==> config.mk <==
export PLATFORM = sky130hd
export DESIGN_NAME = hka_sequencer
export DESIGN_NICKNAME = d
export VERILOG_FILES = /design/src/rtl/hka_pkg.sv /design/src/rtl/hka_sequencer.sv
export SDC_FILE = /design/constraint.sdc
export NUM_CORES = 1
export LEC_CHECK = 0
export BUFFER_PORTS_ARGS = -buffer_cell sky130_fd_sc_hd__buf_2
export CORE_MARGIN = 4
export CORE_UTILIZATION = 52
export CTS_BUF_LIST = sky130_fd_sc_hd__clkbuf_16
export DETAILED_ROUTE_END_ITERATION = 12
export MAX_ROUTING_LAYER = met4
export PLACE_DENSITY_LB_ADDON = 0.2
export SLEW_MARGIN = 20
export SYNTH_ARGS = -nofsm -noshare
export SYNTH_HDL_FRONTEND = slang
export SYNTH_SLANG_ARGS = --single-unit
==> constraint.sdc <==
create_clock -name aclk -period 2.85 [get_ports aclk]
set_input_delay 0.855 -clock aclk [delete_from_list [all_inputs] [get_ports aclk]]
set_output_delay 0.855 -clock aclk [all_outputs]
set_load 0.01 [all_outputs]
==> src/rtl/hka_pkg.sv <==
// Constants for the housekeeping converter sequencer
package hka_pkg;
	// Register byte addresses
	localparam logic [7:0] ADDR_CONTROL_TWO = 8'h00;
	localparam logic [7:0] ADDR_CONFIG      = 8'h04;
	localparam logic [7:0] ADDR_CLKSRC      = 8'h08;
	localparam logic [7:0] ADDR_TRIGGER     = 8'h0C;
	localparam logic [7:0] ADDR_RESULT      = 8'h10;
	localparam logic [7:0] ADDR_STATUS      = 8'h14;
	localparam logic [7:0] ADDR_IRQ_STATUS  = 8'h18;
	localparam logic [7:0] ADDR_IRQ_MASK    = 8'h1C;
	// Field positions
	localparam int CHAN_LSB  = 5;
	localparam int VREF_LSB  = 0;
	localparam int DIV_LSB   = 3;
	localparam int EN_BIT    = 5;
	localparam int SRC_LSB   = 8;
	// Reset values
	localparam logic [2:0] CHAN_RESET = 3'h0;
	localparam logic [2:0] VREF_RESET = 3'h0;
	localparam logic [1:0] DIV_RESET  = 2'h3;
	localparam logic [2:0] SRC_RESET  = 3'h0;
	// Clock source codes
	localparam logic [2:0] SRC_OSC_DIV4 = 3'h0;
	localparam logic [2:0] SRC_OSC      = 3'h1;
	localparam logic [2:0] SRC_SLEEP    = 3'h2;
	// Conversion phase lengths, in conversion clock cycles
	localparam logic [3:0] ACQ_CYCLES     = 4'h3;
	localparam logic [3:0] RESOLVE_CYCLES = 4'h8;
	localparam logic [3:0] LATENCY_CYCLES = 4'h4;
	localparam logic [3:0] SETTLE_CYCLES  = 4'h1;
	// Reference select codes
	localparam logic [2:0] VREF_EXT = 3'h3;
	// Sequencer states, Gray coded along the conversion path
	typedef enum logic [2:0] {
		ST_IDLE    = 3'b000,
		ST_ACQ     = 3'b001,
		ST_RESOLVE = 3'b011,
		ST_LATENCY = 3'b010
	} hka_state_type;
endpackage

==> src/rtl/hka_sequencer.sv <==
// Housekeeping converter sequencer with AXI4-Lite register slave
//
// Added by the designer: the register offsets and the AXI4-Lite register port.
`timescale 1ns/100ps
module hka_sequencer (
	input  wire logic        aclk,
	input  wire logic        aresetn,
	input  wire logic [7:0]  s_axi_awaddr,
	input  wire logic        s_axi_awvalid,
	output logic             s_axi_awready,
	input  wire logic [31:0] s_axi_wdata,
	input  wire logic [3:0]  s_axi_wstrb,
	input  wire logic        s_axi_wvalid,
	output logic             s_axi_wready,
	output logic [1:0]       s_axi_bresp,
	output logic             s_axi_bvalid,
	input  wire logic        s_axi_bready,
	input  wire logic [7:0]  s_axi_araddr,
	input  wire logic        s_axi_arvalid,
	output logic             s_axi_arready,
	output logic [31:0]      s_axi_rdata,
	output logic [1:0]       s_axi_rresp,
	output logic             s_axi_rvalid,
	input  wire logic        s_axi_rready,
	input  wire logic        osc_tick,
	input  wire logic        sleep_tick,
	input  wire logic        alt_tick,
	input  wire logic [7:0]  comparator_code,
	output logic [2:0]       channel_select,
	output logic [2:0]       reference_select,
	output logic             sample_switch,
	output logic             converter_enable,
	output logic             irq
);
	// Ticks are one-cycle enables from the clock regime; comparator_code
	// is the analog core's digitised sample of the held voltage.
	logic [2:0]  chan_reg;
	logic [2:0]  vref_reg;
	logic [1:0]  div_reg;
	logic        en_reg;
	logic [2:0]  src_reg;
	logic [7:0]  result_reg;
	logic        ready_reg;
	logic [1:0]  irq_stat_reg;
	logic [1:0]  irq_mask_reg;
	logic        aw_held_reg;
	logic        w_held_reg;
	logic [7:0]  awaddr_reg;
	logic [31:0] wdata_reg;
	logic [3:0]  wstrb_reg;
	logic [1:0]  osc_div_reg;
	logic [3:0]  div_cnt_reg;
	logic [3:0]  phase_cnt_reg;
	logic        settle_reg;
	logic        trig_pend_reg;
	logic [7:0]  shadow_reg;
	hka_pkg::hka_state_type state_reg;
	hka_pkg::hka_state_type state_next;

	function automatic logic [3:0] ratio_top(input logic [1:0] code);
		// Terminal count of the ratio divider
		case (code)
			2'b11:   ratio_top = 4'hF;
			2'b10:   ratio_top = 4'h7;
			2'b01:   ratio_top = 4'h3;
			default: ratio_top = 4'h1;
		endcase
	endfunction

	// Write path: address and data are taken independently
	wire do_write = aw_held_reg && w_held_reg && !s_axi_bvalid;
	wire wr_ctl   = do_write && awaddr_reg == hka_pkg::ADDR_CONTROL_TWO;
	wire wr_cfg   = do_write && awaddr_reg == hka_pkg::ADDR_CONFIG;
	wire wr_src   = do_write && awaddr_reg == hka_pkg::ADDR_CLKSRC;
	wire wr_trig  = do_write && awaddr_reg == hka_pkg::ADDR_TRIGGER;
	wire wr_istat = do_write && awaddr_reg == hka_pkg::ADDR_IRQ_STATUS;
	wire wr_imask = do_write && awaddr_reg == hka_pkg::ADDR_IRQ_MASK;
	wire wr_known = wr_ctl || wr_cfg || wr_src || wr_trig ||
		wr_istat || wr_imask ||
		(do_write && awaddr_reg == hka_pkg::ADDR_RESULT) ||
		(do_write && awaddr_reg == hka_pkg::ADDR_STATUS);
	wire b0 = wstrb_reg[0];
	wire b1 = wstrb_reg[1];

	// Source selection and ratio divider
	wire src_tick =
		(src_reg == hka_pkg::SRC_OSC_DIV4) ? (osc_tick && osc_div_reg == 2'h3) :
		(src_reg == hka_pkg::SRC_OSC)      ? osc_tick :
		(src_reg == hka_pkg::SRC_SLEEP)    ? sleep_tick : alt_tick;
	// Compare with >= so a ratio cut mid-count ends the period at once
	// instead of wrapping the counter through sixteen extra ticks
	wire conv_tick = src_tick && div_cnt_reg >= ratio_top(div_reg);

	wire phase_last = (state_reg == hka_pkg::ST_ACQ &&
			phase_cnt_reg == hka_pkg::ACQ_CYCLES - 4'h1) ||
		(state_reg == hka_pkg::ST_RESOLVE &&
			phase_cnt_reg == hka_pkg::RESOLVE_CYCLES - 4'h1) ||
		(state_reg == hka_pkg::ST_LATENCY &&
			phase_cnt_reg == hka_pkg::LATENCY_CYCLES - 4'h1);
	wire done_evt = conv_tick && phase_last &&
		state_reg == hka_pkg::ST_LATENCY;
	// A trigger is held until the channel has had a full cycle to settle
	wire start = conv_tick && trig_pend_reg && !settle_reg &&
		state_reg == hka_pkg::ST_IDLE;
	// Result saturates at full scale from the core's own clamp
	wire [7:0] sat_code = comparator_code;

	always_comb begin
		state_next = state_reg;
		case (state_reg)
			hka_pkg::ST_IDLE:
				if (start) state_next = hka_pkg::ST_ACQ;
			hka_pkg::ST_ACQ:
				if (conv_tick && phase_last)
					state_next = hka_pkg::ST_RESOLVE;
			hka_pkg::ST_RESOLVE:
				if (conv_tick && phase_last)
					state_next = hka_pkg::ST_LATENCY;
			hka_pkg::ST_LATENCY:
				if (conv_tick && phase_last)
					state_next = hka_pkg::ST_IDLE;
			default: state_next = hka_pkg::ST_IDLE;
		endcase
	end

	wire [31:0] rd_word =
		(s_axi_araddr == hka_pkg::ADDR_CONTROL_TWO) ?
			{24'h00_0000, chan_reg, 5'h00} :
		(s_axi_araddr == hka_pkg::ADDR_CONFIG) ?
			{26'h000_0000, en_reg, div_reg, vref_reg} :
		(s_axi_araddr == hka_pkg::ADDR_CLKSRC) ?
			{21'h00_0000, src_reg, 8'h00} :
		(s_axi_araddr == hka_pkg::ADDR_RESULT) ?
			{24'h00_0000, result_reg} :
		(s_axi_araddr == hka_pkg::ADDR_STATUS) ?
			{30'h0000_0000, state_reg != hka_pkg::ST_IDLE || trig_pend_reg,
				ready_reg} :
		(s_axi_araddr == hka_pkg::ADDR_IRQ_STATUS) ?
			{30'h0000_0000, irq_stat_reg} :
		(s_axi_araddr == hka_pkg::ADDR_IRQ_MASK) ?
			{30'h0000_0000, irq_mask_reg} : 32'h0000_0000;
	wire rd_known = s_axi_araddr == hka_pkg::ADDR_CONTROL_TWO ||
		s_axi_araddr == hka_pkg::ADDR_CONFIG ||
		s_axi_araddr == hka_pkg::ADDR_CLKSRC ||
		s_axi_araddr == hka_pkg::ADDR_RESULT ||
		s_axi_araddr == hka_pkg::ADDR_STATUS ||
		s_axi_araddr == hka_pkg::ADDR_IRQ_STATUS ||
		s_axi_araddr == hka_pkg::ADDR_IRQ_MASK;
	wire rd_take = s_axi_arvalid && s_axi_arready;

	// Bus handshakes; AW, W and B each have their own register process, AR and R share one
	wire b_done = s_axi_bvalid && s_axi_bready;

	always_ff @(posedge aclk) begin
		if (!aresetn) begin
			aw_held_reg   <= 1'b0;
			awaddr_reg    <= 8'h00;
			s_axi_awready <= 1'b0;
		end else begin
			s_axi_awready <= !aw_held_reg && !s_axi_awready;
			if (s_axi_awvalid && s_axi_awready) begin
				aw_held_reg   <= 1'b1;
				awaddr_reg    <= s_axi_awaddr;
				s_axi_awready <= 1'b0;
			end
			if (b_done)
				aw_held_reg <= 1'b0;
		end
	end

	always_ff @(posedge aclk) begin
		if (!aresetn) begin
			w_held_reg   <= 1'b0;
			wdata_reg    <= 32'h0000_0000;
			wstrb_reg    <= 4'h0;
			s_axi_wready <= 1'b0;
		end else begin
			s_axi_wready <= !w_held_reg && !s_axi_wready;
			if (s_axi_wvalid && s_axi_wready) begin
				w_held_reg   <= 1'b1;
				wdata_reg    <= s_axi_wdata;
				wstrb_reg    <= s_axi_wstrb;
				s_axi_wready <= 1'b0;
			end
			if (b_done)
				w_held_reg <= 1'b0;
		end
	end

	always_ff @(posedge aclk) begin
		if (!aresetn) begin
			s_axi_bvalid <= 1'b0;
			s_axi_bresp  <= 2'b00;
		end else begin
			if (do_write) begin
				s_axi_bvalid <= 1'b1;
				s_axi_bresp  <= wr_known ? 2'b00 : 2'b10;
			end
			if (b_done)
				s_axi_bvalid <= 1'b0;
		end
	end

	always_ff @(posedge aclk) begin
		if (!aresetn) begin
			s_axi_arready <= 1'b0;
			s_axi_rvalid  <= 1'b0;
			s_axi_rdata   <= 32'h0000_0000;
			s_axi_rresp   <= 2'b00;
		end else begin
			s_axi_arready <= !s_axi_rvalid && !s_axi_arready;
			if (rd_take) begin
				s_axi_arready <= 1'b0;
				s_axi_rvalid  <= 1'b1;
				s_axi_rdata   <= rd_word;
				s_axi_rresp   <= rd_known ? 2'b00 : 2'b10;
			end else if (s_axi_rvalid && s_axi_rready) begin
				s_axi_rvalid <= 1'b0;
			end
		end
	end

	// Configuration registers
	always_ff @(posedge aclk) begin
		if (!aresetn) begin
			chan_reg     <= hka_pkg::CHAN_RESET;
			vref_reg     <= hka_pkg::VREF_RESET;
			div_reg      <= hka_pkg::DIV_RESET;
			en_reg       <= 1'b0;
			src_reg      <= hka_pkg::SRC_RESET;
			irq_mask_reg <= 2'b00;
		end else begin
			if (wr_ctl && b0)
				chan_reg <= wdata_reg[hka_pkg::CHAN_LSB +: 3];
			if (wr_cfg && b0) begin
				vref_reg <= wdata_reg[hka_pkg::VREF_LSB +: 3];
				div_reg  <= wdata_reg[hka_pkg::DIV_LSB +: 2];
				en_reg   <= wdata_reg[hka_pkg::EN_BIT];
			end
			if (wr_src && b1)
				src_reg <= wdata_reg[hka_pkg::SRC_LSB +: 3];
			if (wr_imask && b0)
				irq_mask_reg <= wdata_reg[1:0];
		end
	end

	// Clock dividers
	always_ff @(posedge aclk) begin
		if (!aresetn) begin
			osc_div_reg <= 2'h0;
			div_cnt_reg <= 4'h0;
		end else begin
			if (osc_tick)
				osc_div_reg <= osc_div_reg + 2'h1;
			if (conv_tick)
				div_cnt_reg <= 4'h0;
			else if (src_tick)
				div_cnt_reg <= div_cnt_reg + 4'h1;
		end
	end

	// Conversion sequencer
	always_ff @(posedge aclk) begin
		if (!aresetn) begin
			state_reg     <= hka_pkg::ST_IDLE;
			phase_cnt_reg <= 4'h0;
			settle_reg    <= 1'b0;
			trig_pend_reg <= 1'b0;
			shadow_reg    <= 8'h00;
		end else begin
			state_reg <= state_next;
			if (wr_ctl && b0)
				settle_reg <= 1'b1;
			else if (conv_tick)
				settle_reg <= 1'b0;
			// Retriggers during a conversion are kept for the next one
			if (wr_trig)
				trig_pend_reg <= 1'b1;
			else if (start)
				trig_pend_reg <= 1'b0;
			if (conv_tick && state_reg != hka_pkg::ST_IDLE)
				phase_cnt_reg <= phase_last ? 4'h0 :
					phase_cnt_reg + 4'h1;
			if (conv_tick && state_reg == hka_pkg::ST_ACQ && phase_last)
				shadow_reg <= sat_code;
		end
	end

	// Result, ready flag and interrupts; set wins over clear
	always_ff @(posedge aclk) begin
		if (!aresetn) begin
			result_reg   <= 8'h00;
			ready_reg    <= 1'b0;
			irq_stat_reg <= 2'b00;
			irq          <= 1'b0;
		end else begin
			if (done_evt) begin
				result_reg <= shadow_reg;
				ready_reg  <= 1'b1;
			end else if (wr_trig) begin
				ready_reg <= 1'b0;
			end
			irq_stat_reg[0] <= done_evt ||
				(irq_stat_reg[0] && !(wr_istat && b0 && wdata_reg[0]));
			irq_stat_reg[1] <= (wr_trig && state_reg != hka_pkg::ST_IDLE) ||
				(irq_stat_reg[1] && !(wr_istat && b0 && wdata_reg[1]));
			irq <= |(irq_stat_reg & irq_mask_reg);
		end
	end

	// Pin-facing outputs
	// The switch follows the next state so it closes on the start tick
	always_ff @(posedge aclk) begin
		if (!aresetn) begin
			channel_select   <= hka_pkg::CHAN_RESET;
			reference_select <= hka_pkg::VREF_RESET;
			sample_switch    <= 1'b0;
			converter_enable <= 1'b0;
		end else begin
			channel_select   <= chan_reg;
			reference_select <= vref_reg;
			sample_switch    <= state_next == hka_pkg::ST_ACQ;
			converter_enable <= en_reg;
		end
	end
endmodule // hka_sequencer

; Yosys cells after proc, flatten, opt, wreduce, memory -nomap -nowiden
; Index checks and enable logic that the tools add are counted.
; W data, S select, Z words.
[op_classes]
n_addsub = 3
bitwise_logic = 2
eq_ne = 26
muxes = 27
reduce_logical = 84
order_cmp = 1
[ops]
columns = op, count
row1 = $eq A8 B5 Y1 const B, 8
row2 = $logic_and A1 B1 Y1, 41
row3 = $mux W11, 3
row4 = $eq A8 B4 Y1 const B, 3
row5 = $logic_or A1 B1 Y1, 18
row6 = $eq A8 B3 Y1 const B, 2
row7 = $logic_not A8 Y1, 2
row8 = $mux W3, 4
row9 = $pmux W3 S4, 1
row10 = $pmux W4 S3, 1
row11 = $reduce_or A2 Y1, 6
row12 = $mux W1, 11
row13 = $logic_not A1 Y1, 10
row14 = $mux W2, 5
row15 = $eq A3 B1 Y1 const B, 3
row16 = $eq A3 B2 Y1 const B, 3
row17 = $add A4 B1 Y4 const B, 2
row18 = $eq A4 B2 Y1 const B, 2
row19 = $mux W8, 1
row20 = $reduce_bool A2 Y1, 4
row21 = $eq A2 B2 Y1 const B, 3
row22 = $logic_not A3 Y1, 2
row23 = $eq A4 B3 Y1 const B, 1
row24 = $ge A4 B4 Y1, 1
row25 = other kinds (6), 6
[totals]
output_inout_bits = 50
input_bits = 70
word_cells = 177
ff_bits = 121

; Logic depth before layout (Yosys ltp)
[logic_depth]
word_depth = 11
ltp_mapped = 8
ltp_nobuf = 7

; Worst setup path after synthesis
; No wires, ideal clock.
[synth_path]
path_type = input port to flip-flop
startpoint = input osc_tick
endpoint = register state_reg[1]
required_ns = 2.734
path_buffers = 1
setup_time_ns = 0.116
path_slack_ns = 0.464
arrival_time_ns = 2.270
cell_stages = 6
cell_sequence = inv_1 -> o32a_1 -> o22a_1 -> or4_4 -> buf_6 -> o211a_1
[synth_between]
elab_chain_len = 8
elab_cells_between_ends = 13
cone_classes = mux (7) / reduce/logical (6)
[synth_lines]
columns = element, line
row1 = "start, declared", hka_sequencer.sv:25  ; input wire logic osc_tick,
row2 = $mux W1 / $logic_and A1 B1 Y1 (equally long branches), "hka_sequencer.sv:88, hka_sequencer.sv:87"
row3 = $mux W1 *, hka_sequencer.sv:87  ; (src_reg == hka_pkg::SRC_OSC_DIV4) ? (osc_tick && osc_div_reg == 2'h3) :
row4 = $logic_and A1 B1 Y1 *, hka_sequencer.sv:92  ; wire conv_tick = src_tick && div_cnt_reg >= ratio_top(div_reg);
row5 = $logic_and A1 B1 Y1 (3 in series), hka_sequencer.sv:103  ; wire start = conv_tick && trig_pend_reg && !settle_reg &&
row6 = $mux W3, hka_sequencer.sv:112  ; if (start) state_next = hka_pkg::ST_ACQ;
row7 = $pmux W3 S4 *, hka_sequencer.sv:110  ; case (state_reg)
row8 = "end signal, assigned", hka_sequencer.sv:265  ; state_reg <= hka_pkg::ST_IDLE;
row9 = "end signal, assigned", hka_sequencer.sv:271  ; state_reg <= state_next;
row10 = "end, declared", hka_sequencer.sv:57  ; hka_pkg::hka_state_type state_reg;
; Mark *: on every way between the ends. The rest lies on a longest branch, timed or not.
; A chain may end at the register's enable or synchronous reset.

; Final worst setup path
[layout_path]
startpoint = input s_axi_araddr[1]
endpoint = register s_axi_rdata[9]
[layout_between]
elab_chain_len = 4
elab_cells_between_ends = 6
cone_classes = eq/ne (2) / mux (3) / reduce/logical (1)
[layout_lines]
columns = element, line
row1 = "start, declared", hka_sequencer.sv:18  ; input wire logic [7:0] s_axi_araddr,
row2 = $eq A8 B4 Y1, hka_sequencer.sv:131  ; (s_axi_araddr == hka_pkg::ADDR_CLKSRC) ?
row3 = $mux W11, hka_sequencer.sv:131
row4 = $mux W11, hka_sequencer.sv:129  ; (s_axi_araddr == hka_pkg::ADDR_CONFIG) ?
row5 = $mux W11 *, hka_sequencer.sv:127  ; (s_axi_araddr == hka_pkg::ADDR_CONTROL_TWO) ?
row6 = "end signal, assigned", hka_sequencer.sv:215  ; s_axi_rdata <= rd_word;
row7 = "end, declared", hka_sequencer.sv:21  ; output logic [31:0] s_axi_rdata,
; Marked as above.

==> results.sh <==
export IMPL_synth_area_mm2=0.00427
export IMPL_yosys_area_share_simple_pct=21.9
export IMPL_ios=120
export IMPL_drc=0
export IMPL_synth_edf_count=0
export IMPL_cts_buffer_depth=2
export IMPL_grt_setup_unrepaired="no"
export IMPL_postSynth_asyncResetShare_pct=0
export IMPL_worst_endpoint_arrival_ps=2580
export IMPL_startpoint_type="primary input"
export IMPL_grt_pass1_wl_mm=14.5
export IMPL_startpoint="s_axi_araddr[1]"
export IMPL_dieArea_mm2=0.00973
export IMPL_final_min_clock_period_ps=2310
export IMPL_setup_viol=0
export IMPL_drt_pass1_iterations=4
export IMPL_hold_path_depth=2
export IMPL_synthTopCellsByCount="98 x dfxtp_1, 83 x nand2_1, 34 x mux2i_1"
export IMPL_grt_use_total_pct=19.0
export IMPL_grt_start_max_net_pins=56
export IMPL_vias=3384
export IMPL_crit_type="primary input to flip-flop"
export IMPL_power_frac_seq_pct=49.1
export IMPL_grt_pass1_vias=3016
export IMPL_power_frac_clock_pct=45.1
export IMPL_final_nets=611
export IMPL_netlist_instances=468
export IMPL_drive_gt1_share_pct=18.9
export IMPL_synth_compound_area_share_pct=14.2
export IMPL_synth_most_common_cell="dfxtp_1"
export IMPL_ys_types=49
export IMPL_hold_start="ready_reg"
export IMPL_cts_buffers_inserted=9
export IMPL_skew_ps=6.69
export IMPL_via_per_inst=5.28
export IMPL_synth_area_mux_share_pct=8.49
export IMPL_drv_cap=0
export IMPL_worstSkewPairLatency_ps=340
export IMPL_synth_xor_area_share_pct=0.410
export IMPL_synth_area_leaders="dfxtp_1 46%, mux2i_1 8.0%, nand2_1 7.3%"
export IMPL_area_growth_syn_to_layout_pct=16.1
export IMPL_ys_flop_type="dfxtp_1"
export IMPL_rr_worst_depth=7
export IMPL_clk_pin_slew_ps=60
export IMPL_preCtsSetupSlack_ps=244
export IMPL_p_leak_nw=2.11
export IMPL_cts_hold_buffers=0
export IMPL_place_hpwl_mm=6.67
export IMPL_ys_seq_area_share_pct=45.9
export IMPL_outcome="finished clean"
export IMPL_yosys_area_share_adder_pct=2.05
export IMPL_synth_top_family_by_area="simple AND/OR/NAND/NOR gates"
export IMPL_h_tree_depth=3
export IMPL_hold_violations=0
export IMPL_start_util_pct=54.4
export IMPL_ys_ff_latch=98
export IMPL_p_comb_share_pct=5.8
export IMPL_r2r_end="phase_cnt_reg[3]"
export IMPL_vdd_ir_drop_max_v=0.000375
export IMPL_synth_top_area_share_pct=45.9
export IMPL_cts_sinks=98
export IMPL_diodes=0
export IMPL_slew_headroom_pct=47.0
export IMPL_antenna_left=0
export IMPL_p_sw_w=0.000651
export IMPL_row_count=32
export IMPL_p_per_area_mw_per_mm2=583
export IMPL_whs_endpoint="ready_reg"
export IMPL_internal_power_w=0.00224
export IMPL_crit_fanout=5
export IMPL_r2r_slack_ps=750
export IMPL_critical_path_required_ps=3120
export IMPL_cts_tree="built"
export IMPL_cts_setup_buffers=0
export IMPL_port_buffers=73
export IMPL_first_iter_violations=136
export IMPL_wire_per_inst_um=14.1
export IMPL_cts_root_buffer="clkbuf_16"
export IMPL_syn_avg_cell_area_um2=9.13
export IMPL_setup_slack_ps=545
export IMPL_swShare_pct=22.5
export IMPL_die_h_um=98.6
export IMPL_cp_end_kind="flip-flop"
export IMPL_synth_warnings=0
export IMPL_fin_crit_sh_pct=80.9
export IMPL_core_area_mm2=0.00785
export IMPL_tns_ps=0
export IMPL_antenna_found_initial=0
export IMPL_r2r_start="div_reg[0]"
export IMPL_gp_congestion=0.801
export IMPL_cts_resized_gates=0
export IMPL_slew_viol_final=0
export IMPL_fmax_ghz=0.434
export IMPL_overflow=0
export IMPL_worstHoldPathType="flip-flop to flip-flop"
export IMPL_max_slew_worst_pin_slew_ps=794
export IMPL_totalWireLength_mm=9.04
export IMPL_synth_top_area_cell="dfxtp_1"
export IMPL_die_x_um=98.6
kinds of logic (layout without fill, tap and decap cells):
family / Yosys count / after routing
AND/OR/NAND/NOR: 183 / 183
flip-flops: 98 / 98
AO/OA/AOI/OAI: 87 / 87
buffers and inverters: 54 / 102
multiplexers: 36 / 36
adder cells (fa/ha/maj): 7 / 7
XOR/XNOR: 2 / 2
other: 1 / 24
per-layer routing:
layer / wire, um / vias up / GRT usage [%]
met5: 0 / - / -
met4: 126 / 0 / 6.30
met3: 487 / 11 / 4.10
met2: 4210 / 92 / 29.0
met1: 4220 / 1582 / 25.1
li1: - / 1699 / -
power by group through the flow:
stage          logic, W  clock network [W]  registers (W)
2_1_floorplan  0.000132                  0        0.00144
3_3_place_gp   0.000165                  0        0.00145
3_5_place_dp   0.000167                  0        0.00145
4_1_cts        0.000168            0.00133        0.00142
5_1_grt        0.000188            0.00139        0.00142
6_report       0.000168            0.00131        0.00142
worst max-delay path by stage:
stage	endpoint	cells after the start
final	s_axi_rdata[9]	7
after global routing	s_axi_rdata[9]	7
after CTS	s_axi_rdata[9]	7
after detailed placement	s_axi_rdata[9]	7
after global placement	s_axi_rdata[8]	7
after floorplan	state_reg[1]	6
area by class of cell:
type                    count  area, um2
multi-input cells         339       2100
fillers                   691       2890
clock buffers               9        225
well taps                 102        128
clock inverters             7       98.8
inverters                   7       26.3
repair buffers             79        423
flip-flops and latches     98       1960
metrics by stage:
| step | cells | power, W | hold WS, ps | instance area [um2] | util [%] |
|---|---|---|---|---|---|
| 2_1_floorplan | 491 | 0.00158 | 422 | 4360 | - |
| 3_3_place_gp | 625 | 0.00161 | 430 | 4640 | 59.1 |
| 3_5_place_dp | 625 | 0.00162 | 440 | 4640 | 59.1 |
| 4_1_cts | 641 | 0.00292 | 455 | 4960 | 63.2 |
| 5_1_grt | 641 | 0.00300 | 472 | 4960 | 63.2 |
| 6_report | 641 | 0.00289 | 457 | 4960 | 63.2 |
placed cells by master (no fill, tap or decap), types with 3 or more instances in the layout:
master | Yosys | layout
dfxtp_1 | 98 | 98
nand2_1 | 83 | 83
buf_2 | 1 | 73
mux2i_1 | 34 | 34
a21boi_0 | 33 | 33
nor2b_1 | 25 | 25
conb_1 | 1 | 24
nand3_1 | 17 | 17
a21oi_1 | 14 | 14
o21ai_0 | 9 | 9
and2_1 | 9 | 9
clkbuf_16 | 0 | 9
a22oi_1 | 8 | 8
inv_1 | 7 | 7
nor2_1 | 7 | 7
or3_1 | 7 | 7
ha_1 | 7 | 7
nor3_1 | 6 | 6
or4_1 | 5 | 5
nand2b_1 | 5 | 5
buf_4 | 23 | 5
o21a_1 | 4 | 4
nand3b_1 | 3 | 3
nor4_1 | 3 | 3
nor3b_1 | 3 | 3
o31ai_1 | 3 | 3
o22ai_1 | 3 | 3
a22o_1 | 3 | 3
inv_6 | 0 | 3
critical path: stages:
cell     delay, ps
buf_2           90
or2_2          310
or4_1          530
nor3_1         390
buf_4          190
a22oi_1         60
nor2b_1        150
Power figures use the tool's default switching activity.
